### src/pkg/ouvg_defines.svh
// Register offsets, field positions, reset values and filter lengths of the voltage guard.
// Assumes inclusion by bare name from the package only; the design module uses its macros without including it.
`ifndef OUVG_DEFINES_SVH
`define OUVG_DEFINES_SVH

`define OUVG_NUM_CH        2
`define OUVG_CH_STRIDE     12'h020
`define OUVG_OFS_OV_CODE   12'h000
`define OUVG_OFS_UV_CODE   12'h004
`define OUVG_OFS_OV_CTRL   12'h008
`define OUVG_OFS_UV_CTRL   12'h00c
`define OUVG_OFS_OV_TRIM   12'h010
`define OUVG_OFS_UV_TRIM   12'h014
`define OUVG_OFS_PROT_EN   12'h018
`define OUVG_OFS_FAULT_ST  12'h040
`define OUVG_OFS_STATUS    12'h044

`define OUVG_CTRL_MASK     8'h3f
`define OUVG_CTRL_EN_BIT   5
`define OUVG_CTRL_HY_BIT   4
`define OUVG_TRIM_MASK     8'h7f
`define OUVG_TRIM_RESET    8'h10
`define OUVG_CODE_RESET    8'h00
`define OUVG_CTRL_RESET    8'h00
`define OUVG_PROT_RESET    8'h00
`define OUVG_FAULT_RESET   4'h0

`define OUVG_FILT_SHORT    6'd8
`define OUVG_FILT_MID      6'd16
`define OUVG_FILT_LONG     6'd32

`endif

### src/pkg/ouvg_pkg.sv
// Types shared by the voltage guard design.
// Assumes the defines header sits on the include path.
package ouvg_pkg;
	`include "ouvg_defines.svh"

	typedef enum logic [1:0] {
		OUVG_FILT_NONE,
		OUVG_FILT_8,
		OUVG_FILT_16,
		OUVG_FILT_32
	} ouvg_filt_e;

	typedef enum logic [1:0] {
		OUVG_REF_SUPPLY,
		OUVG_REF_EXT_PIN,
		OUVG_REF_INT_BUF,
		OUVG_REF_SUPPLY_ALT
	} ouvg_ref_e;

	// One comparator's analog controls toward the front end
	typedef struct packed {
		logic      enable;
		logic      hysteresisOn;
		ouvg_ref_e refSelect;
		logic [7:0] thresholdCode;
		logic      trimMode;
		logic      trimRefSide;
		logic [4:0] trimCode;
	} ouvg_cmp_ctrl_s;

	// One comparator's filter state
	typedef struct packed {
		logic       stable;
		logic [5:0] count;
	} ouvg_filt_s;

	typedef struct packed {
		logic [7:0] ovCode;
		logic [7:0] uvCode;
		logic [7:0] ovCtrl;
		logic [7:0] uvCtrl;
		logic [7:0] ovTrim;
		logic [7:0] uvTrim;
		logic [7:0] protEn;
		logic [1:0] rawSync1;
		logic [1:0] rawSync2;
		ouvg_filt_s ovFilt;
		ouvg_filt_s uvFilt;
	} ouvg_chan_s;
endpackage : ouvg_pkg

### src/hdl/ouvg_over_under_voltage_guard.sv
// Control logic of two over/under voltage protection channels behind an APB slave.
// Assumes raw comparator results arrive asynchronously from the analog front end and
// that the PWM generator supplies the normal output levels on the same clock.
`timescale 1ns/1ps
module ouvg_over_under_voltage_guard
	import ouvg_pkg::*;
#(
	parameter int NUM_CH = `OUVG_NUM_CH
) (
	input  wire logic                ref_clk,
	input  wire logic                sys_rst,
	input  wire logic                psel,
	input  wire logic                penable,
	input  wire logic                pwrite,
	input  wire logic [11:0]         paddr,
	input  wire logic [31:0]         pwdata,
	input  wire logic [3:0]          pstrb,
	output logic                     pready,
	output logic [31:0]              prdata,
	output logic                     pslverr,
	input  wire logic [NUM_CH-1:0]   overVoltRawResult,
	input  wire logic [NUM_CH-1:0]   underVoltRawResult,
	output ouvg_cmp_ctrl_s [NUM_CH-1:0] overVoltCtrl,
	output ouvg_cmp_ctrl_s [NUM_CH-1:0] underVoltCtrl,
	output logic [NUM_CH-1:0]        overVoltIrqTrigger,
	output logic [NUM_CH-1:0]        underVoltIrqTrigger,
	input  wire logic [3:0]          pwmNormalOut,
	output logic [3:0]               pwmOut
);
	// pwm order: 0 pair0 high, 1 pair0 low, 2 pair1 high, 3 pair1 low

	initial begin
		if (NUM_CH != 2)
			$error("ouvg: two channels are mapped");
	end

	typedef struct packed {
		ouvg_chan_s [1:0] ch;
		logic [3:0]       faultState;
		logic             ready;
		logic [31:0]      rdata;
		logic             slvErr;
		logic [3:0]       pwm;
	} ouvg_state_s;

	ouvg_state_s stReg;
	ouvg_state_s stNext;

	function automatic logic [5:0] filtLen(input logic [1:0] sel);
		case (ouvg_filt_e'(sel))
			OUVG_FILT_8:  filtLen = `OUVG_FILT_SHORT;
			OUVG_FILT_16: filtLen = `OUVG_FILT_MID;
			OUVG_FILT_32: filtLen = `OUVG_FILT_LONG;
			default:      filtLen = 6'd0;
		endcase
	endfunction : filtLen

	// Counts cycles the synchronised raw value differs from the stable one
	function automatic ouvg_filt_s filtStep(input ouvg_filt_s f, input logic raw, input logic [1:0] sel,
		input logic en);
		ouvg_filt_s r;
		r = f;
		if (!en) begin
			r = '0;
		end else if (filtLen(sel) == 6'd0) begin
			r.stable = raw;
			r.count  = 6'd0;
		end else if (raw == f.stable) begin
			r.count = 6'd0;
		end else if (f.count + 6'd1 >= filtLen(sel)) begin
			r.stable = raw;
			r.count  = 6'd0;
		end else begin
			r.count = f.count + 6'd1;
		end
		return r;
	endfunction : filtStep

	function automatic logic [7:0] laneWrite(input logic [7:0] old, input logic [7:0] wd, input logic [7:0] msk);
		return (old & ~msk) | (wd & msk);
	endfunction : laneWrite

	logic        access;
	logic [11:0] chOfs;
	logic        chSel;
	logic        chHit;
	logic [3:0]  ovActive;
	logic [3:0]  uvActive;

	assign access = psel && penable;
	assign chSel  = paddr[5];
	assign chOfs  = {7'h00, paddr[4:0]};
	assign chHit  = (paddr[11:6] == 6'h00);

	always_comb begin
		stNext = stReg;
		stNext.ready  = 1'b0;
		stNext.slvErr = 1'b0;
		for (int c = 0; c < 2; c++) begin
			stNext.ch[c].rawSync1 = {underVoltRawResult[c], overVoltRawResult[c]};
			stNext.ch[c].rawSync2 = stReg.ch[c].rawSync1;
			stNext.ch[c].ovFilt = filtStep(stReg.ch[c].ovFilt, stReg.ch[c].rawSync2[0],
				stReg.ch[c].ovCtrl[1:0], stReg.ch[c].ovCtrl[`OUVG_CTRL_EN_BIT]);
			stNext.ch[c].uvFilt = filtStep(stReg.ch[c].uvFilt, stReg.ch[c].rawSync2[1],
				stReg.ch[c].uvCtrl[1:0], stReg.ch[c].uvCtrl[`OUVG_CTRL_EN_BIT]);
		end
		if (psel && penable && !stReg.ready) begin
			stNext.ready = 1'b1;
			stNext.rdata = 32'h0000_0000;
			if (chHit && pwrite && pstrb[0]) begin
				if (chOfs == `OUVG_OFS_OV_CODE) begin
					stNext.ch[chSel].ovCode = pwdata[7:0];
				end else if (chOfs == `OUVG_OFS_UV_CODE) begin
					stNext.ch[chSel].uvCode = pwdata[7:0];
				end else if (chOfs == `OUVG_OFS_OV_CTRL) begin
					stNext.ch[chSel].ovCtrl = pwdata[7:0] & `OUVG_CTRL_MASK;
				end else if (chOfs == `OUVG_OFS_UV_CTRL) begin
					stNext.ch[chSel].uvCtrl = pwdata[7:0] & `OUVG_CTRL_MASK;
				end else if (chOfs == `OUVG_OFS_OV_TRIM) begin
					stNext.ch[chSel].ovTrim = laneWrite(stReg.ch[chSel].ovTrim, pwdata[7:0], `OUVG_TRIM_MASK);
				end else if (chOfs == `OUVG_OFS_UV_TRIM) begin
					stNext.ch[chSel].uvTrim = laneWrite(stReg.ch[chSel].uvTrim, pwdata[7:0], `OUVG_TRIM_MASK);
				end else if (chOfs == `OUVG_OFS_PROT_EN) begin
					stNext.ch[chSel].protEn = pwdata[7:0];
				end else begin
					stNext.slvErr = 1'b1;
				end
			end else if (chHit && !pwrite) begin
				if (chOfs == `OUVG_OFS_OV_CODE) begin
					stNext.rdata = {24'h000000, stReg.ch[chSel].ovCode};
				end else if (chOfs == `OUVG_OFS_UV_CODE) begin
					stNext.rdata = {24'h000000, stReg.ch[chSel].uvCode};
				end else if (chOfs == `OUVG_OFS_OV_CTRL) begin
					stNext.rdata = {24'h000000, stReg.ch[chSel].ovCtrl};
				end else if (chOfs == `OUVG_OFS_UV_CTRL) begin
					stNext.rdata = {24'h000000, stReg.ch[chSel].uvCtrl};
				end else if (chOfs == `OUVG_OFS_OV_TRIM) begin
					stNext.rdata = {24'h000000, stReg.ch[chSel].rawSync2[0], stReg.ch[chSel].ovTrim[6:0]};
				end else if (chOfs == `OUVG_OFS_UV_TRIM) begin
					stNext.rdata = {24'h000000, stReg.ch[chSel].rawSync2[1], stReg.ch[chSel].uvTrim[6:0]};
				end else if (chOfs == `OUVG_OFS_PROT_EN) begin
					stNext.rdata = {24'h000000, stReg.ch[chSel].protEn};
				end else begin
					stNext.slvErr = 1'b1;
				end
			end else if (chHit) begin
				stNext.slvErr = 1'b0;
			end else if (paddr == `OUVG_OFS_FAULT_ST) begin
				if (pwrite && pstrb[0])
					stNext.faultState = pwdata[3:0];
				else if (!pwrite)
					stNext.rdata = {28'h0000000, stReg.faultState};
			end else if (paddr == `OUVG_OFS_STATUS) begin
				if (pwrite)
					stNext.slvErr = 1'b1;
				else
					stNext.rdata = {24'h000000,
						stReg.ch[1].uvFilt.stable, stReg.ch[1].ovFilt.stable,
						stReg.ch[0].uvFilt.stable, stReg.ch[0].ovFilt.stable,
						stReg.ch[1].rawSync2, stReg.ch[0].rawSync2};
			end else begin
				stNext.slvErr = 1'b1;
			end
		end
		// Fault override per output; low nibble of protect enables is over, high nibble under
		ovActive = 4'h0;
		uvActive = 4'h0;
		for (int c = 0; c < 2; c++) begin
			ovActive = ovActive | (stReg.ch[c].protEn[3:0] & {4{stReg.ch[c].ovFilt.stable}});
			uvActive = uvActive | (stReg.ch[c].protEn[7:4] & {4{stReg.ch[c].uvFilt.stable}});
		end
		for (int k = 0; k < 4; k++) begin
			stNext.pwm[k] = (ovActive[k] || uvActive[k]) ? stReg.faultState[k] : pwmNormalOut[k];
		end
	end

	always_ff @(posedge ref_clk or posedge sys_rst) begin
		if (sys_rst) begin
			for (int c = 0; c < 2; c++) begin
				stReg.ch[c].ovCode   <= `OUVG_CODE_RESET;
				stReg.ch[c].uvCode   <= `OUVG_CODE_RESET;
				stReg.ch[c].ovCtrl   <= `OUVG_CTRL_RESET;
				stReg.ch[c].uvCtrl   <= `OUVG_CTRL_RESET;
				stReg.ch[c].ovTrim   <= `OUVG_TRIM_RESET;
				stReg.ch[c].uvTrim   <= `OUVG_TRIM_RESET;
				stReg.ch[c].protEn   <= `OUVG_PROT_RESET;
				stReg.ch[c].rawSync1 <= 2'b00;
				stReg.ch[c].rawSync2 <= 2'b00;
				stReg.ch[c].ovFilt   <= '0;
				stReg.ch[c].uvFilt   <= '0;
			end
			stReg.faultState <= `OUVG_FAULT_RESET;
			stReg.ready      <= 1'b0;
			stReg.rdata      <= 32'h0000_0000;
			stReg.slvErr     <= 1'b0;
			stReg.pwm        <= 4'h0;
		end else begin
			stReg <= stNext;
		end
	end

	// Analog controls; a cleared enable powers the comparator and DAC down
	always_comb begin
		for (int c = 0; c < NUM_CH; c++) begin
			overVoltCtrl[c].enable        = stReg.ch[c].ovCtrl[`OUVG_CTRL_EN_BIT];
			overVoltCtrl[c].hysteresisOn  = stReg.ch[c].ovCtrl[`OUVG_CTRL_HY_BIT];
			overVoltCtrl[c].refSelect     = ouvg_ref_e'(stReg.ch[c].ovCtrl[3:2]);
			overVoltCtrl[c].thresholdCode = stReg.ch[c].ovCode;
			overVoltCtrl[c].trimMode      = stReg.ch[c].ovTrim[6];
			overVoltCtrl[c].trimRefSide   = stReg.ch[c].ovTrim[5];
			overVoltCtrl[c].trimCode      = stReg.ch[c].ovTrim[4:0];
			underVoltCtrl[c].enable        = stReg.ch[c].uvCtrl[`OUVG_CTRL_EN_BIT];
			underVoltCtrl[c].hysteresisOn  = stReg.ch[c].uvCtrl[`OUVG_CTRL_HY_BIT];
			underVoltCtrl[c].refSelect     = ouvg_ref_e'(stReg.ch[c].uvCtrl[3:2]);
			underVoltCtrl[c].thresholdCode = stReg.ch[c].uvCode;
			underVoltCtrl[c].trimMode      = stReg.ch[c].uvTrim[6];
			underVoltCtrl[c].trimRefSide   = stReg.ch[c].uvTrim[5];
			underVoltCtrl[c].trimCode      = stReg.ch[c].uvTrim[4:0];
			overVoltIrqTrigger[c]  = stReg.ch[c].ovFilt.stable;
			underVoltIrqTrigger[c] = stReg.ch[c].uvFilt.stable;
		end
	end

	assign pready  = stReg.ready;
	assign prdata  = stReg.rdata;
	assign pslverr = stReg.slvErr;
	assign pwmOut  = stReg.pwm;
endmodule : ouvg_over_under_voltage_guard

### config.mk
export PLATFORM = sky130hd
export DESIGN_NAME = ouvg_over_under_voltage_guard
export DESIGN_NICKNAME = d
export VERILOG_FILES = /design/src/pkg/ouvg_pkg.sv /design/src/hdl/ouvg_over_under_voltage_guard.sv
export VERILOG_INCLUDE_DIRS = /design/src /design/src/pkg
export SDC_FILE = /design/constraint.sdc
export NUM_CORES = 1
export LEC_CHECK = 0
export BUFFER_PORTS_ARGS = -buffer_cell sky130_fd_sc_hd__buf_2
export CORE_MARGIN = 5
export CORE_UTILIZATION = 56
export DETAILED_ROUTE_END_ITERATION = 6
export PLACE_DENSITY = 0.81
export SLEW_MARGIN = 0
export SYNTH_ARGS = -nofsm -noshare
export SYNTH_HDL_FRONTEND = slang
export SYNTH_SLANG_ARGS = --single-unit
### constraint.sdc
create_clock -name ref_clk -period 5.96 [get_ports ref_clk]
set_input_delay 0.596 -clock ref_clk [delete_from_list [all_inputs] [get_ports ref_clk]]
set_output_delay 0.596 -clock ref_clk [all_outputs]
set_load 0.01 [all_outputs]
==> key figures <==
Floorplan
  – Core Rows: 45
  – Initial cell density of the core: 0.573
  – IO Count: 179
  – Die width: 135 µm
  – Core Region: 0.0153 mm²
  – Die height: 135 µm
  – Die area: 0.0182 mm²

Global route
  – Total Routing Usage GR: 0.249
  – Grt total ovfl: 0
  – Antenna violations before repair: 1
  – First-pass GRT wire length: 35.0 mm
  – Vias in the first global route: 6242
  – Largest net degree at the start of global routing: 90

STA
  – Final setup viols: 0
  – Tmin final: 2.77 ns
  – Relative slew slack: 0.261
  – Final period utilization: 0.466
  – Worst Tran Pin Value: 1.11 ns
  – RSZ-0062 raised after global routing: false
  – Hold Vio Cnt, Final: 0
  – Final max-slew violation count: 0
  – Hold_ws: 0.274 ns
  – TNS Setup: 0 ns
  – Fmax: 360 MHz
  – Clock Skews: 0.00452 ns

Layout
  – NumNets Final: 948
  – Fill count: 1272
  – Layout Cells excl Fill: 1091
  – Diodes inserted: 0
  – Layout cells sized above 1: 0.307
  – Area grow syn2layout: 6.90%

Clock tree
  – CTS tree: yes
  – Clk slew on worst S/H paths: 0.06 ns
  – Clk buf depth: 2
  – H-Tree Depth: 4
  – CTS Buf Count: 17
  – Postcts setup bufs: 0
  – Cells resized by post-CTS repair: 0
  – CTS Root Cell: clkbuf_16
  – Sink Count: 154
  – Worst-Skew Late Latency: 0.42 ns
  – Hold buffer count at cts: 0

Yosys
  – Area leader, netlist: dfrtp_1
  – Yosys top cell area share: 0.429
  – #FFs+latches synth: 154
  – Commonest cells post-synth: dfrtp_1 (150), buf_4 (116), mux2_2 (89), nor2_1 (68), nand2_1 (64)
  – Top cells by area, synth: dfrtp_1 (43%), mux2_2 (11%), buf_4 (10%)
  – Async SR Flop Fraction: 1.00
  – Syn_area_per_cell: 10.4 µm²
  – Mapped cell area: 0.00875 mm²
  – Mapped Cells: 837
  – Prevailing post-synth register cell: dfrtp_1
  – Count leader, synth: dfrtp_1
  – Post-synth EDFFs: 0
  – Unique cell type count in the Yosys netlist: 52
  – Yosys Warn Count: 0
  – Sequential area share after synthesis: 0.441

Setup path
  – Buf+Inv Stages, Crit Path: 0
  – Slowest stage delay, CP: 0.60 ns
  – Crit-path cells: nand3b_1, nor2_1, nand4_1, nor2_2, mux2_2
  – WS Path Type: flip-flop to flip-flop
  – Arr. time, crit path: 3.08 ns
  – Startpoint Class: flip-flop
  – Worst Setup End Kind: flip-flop
  – Reg-to-reg slack, setup: 3.19 ns
  – Critical path's top delay family: simple AND/OR/NAND/NOR gates
  – CP max stage cell: nor2_1
  – Crit Path Max Fanout: 16
  – Data required, critical path: 6.27 ns

Pwr
  – Leakage: 4.74 nW
  – Pwr dens: 236 mW/mm²
  – Peak VDD IR: 187 µV

Place
  – GP Congestion: 0.954
  – Number of port buffers: 127
  – Post-DP HPWL: 16.3 mm
  – Placed cells: 1059

Route
  – DR vias: 6300
  – Via-per-instance ratio: 5.77
  – DR iter-0 viols: 765
  – Pre-Repair DR Iteration Count: 5
  – DRC Markers: 0
  – Total Wirelength: 22.3 mm
  – Routed WL per cell: 20.5 µm
  – Routed Antenna Nets: 0

Job
  – Max-Cap Viols: 0

Outcome
  – Outcome: finished, final reports clean

Min path
  – HP Class: input pin to flip-flop
## worst reg2reg max path: stages (launching register included)
cell      delay [ns]
dfrtp_1         0.37
nand3b_1        0.55
nor2_1          0.61
nand4_1         0.33
nor2_2          0.42
mux2_2          0.39
## registers in the layout, summed over array words and instances (netlist names), 2 cells and up
signal,cells
underVoltIrqTrigger,2
stReg,60
prdata,8
pwmOut,4
overVoltCtrl,38
underVoltCtrl,38
overVoltIrqTrigger,2
## layer usage
metal | GRT usage | vias to the layer above | part of all wire | wire length, µm
met3 | 0.0738 | 43 | 0.11 | 2460
li1 | - | 2848 | - | -
met1 | 0.350 | 3054 | 0.42 | 9380
met5 | 0 | - | 0.00058 | 13
met4 | 0.0890 | 2 | 0.025 | 549
met2 | 0.370 | 353 | 0.44 | 9910
## power breakdown
part | internal [mW] | total [mW] | switching (mW) | leakage (nW)
registers | 1.05 | 1.06 | 0.00383 | 2.03
logic | 0.0342 | 0.129 | 0.0945 | 2.44
clock network | 0.596 | 1.02 | 0.428 | 0.266
## kinds of logic (layout without fill, tap and decap cells)
kind of cell / count (synthesis) / count (layout) / share of synthesized area
flip-flops: 154 / 154 / 0.441
AO/OA/AOI/OAI: 103 / 103 / 0.0808
AND/OR/NAND/NOR: 234 / 234 / 0.129
XOR/XNOR: 20 / 20 / 0.0200
other: 1 / 24 / 0.000429
buffers and inverters: 168 / 188 / 0.123
multiplexers: 137 / 137 / 0.177
adder cells (fa/ha/maj): 20 / 20 / 0.0286
## path summary, 6_finish.rpt
kind	start	cells after the start	endpoint
max	pready	5	stReg[139]
min	underVoltRawResult[1]	1	stReg[133]
max reg2reg	pready	5	stReg[139]
min reg2reg	stReg[58]	0	stReg[56]
max in group asynchronous	sys_rst	3	underVoltCtrl[26]
min in group asynchronous	sys_rst	2	stReg[56]
## stage by stage
stage	instance area (µm²)	utilization	power [mW]	setup WS, ns
floorplan	8830	-	1.17	1.22
global placement	8790	0.576	1.20	2.93
detailed placement	8790	0.576	1.20	2.93
CTS	9350	0.613	2.22	3.26
global route	9350	0.613	2.28	3.00
finish	9350	0.613	2.21	3.19
## placed cells by master, fill, tap and decap left out, types with 5 or more instances in the layout
| cell | count |
|---|---|
| ha_1 | 20 |
| inv_1 | 23 |
| clkbuf_16 | 17 |
| mux2i_1 | 43 |
| a32o_1 | 7 |
| dfrtp_1 | 150 |
| a21o_1 | 5 |
| mux2_2 | 89 |
| buf_4 | 5 |
| xor2_1 | 12 |
| xnor2_1 | 8 |
| and3_1 | 5 |
| mux4_2 | 5 |
| conb_1 | 24 |
| nand4_1 | 6 |
| a31oi_1 | 8 |
| nand3_1 | 27 |
| o21ai_0 | 36 |
| nor3_1 | 5 |
| nand2_1 | 64 |
| a22o_1 | 6 |
| and2_1 | 13 |
| nand2b_1 | 9 |
| nor2_1 | 68 |
| o22ai_1 | 11 |
| buf_2 | 127 |
| nor2b_1 | 18 |
## layout make-up
cell class                 instances  area, µm²  share of cell area
multi-input combinational        538       3900               0.417
inverter                          24       95.1              0.0102
clock buffer                      22        464              0.0497
tap                              211        264              0.0282
sequential                       154       3860               0.413
clock inverter                    10       93.8              0.0100
timing repair buffer             132        673              0.0720
No activity file was read; power rests on OpenSTA's default activity.
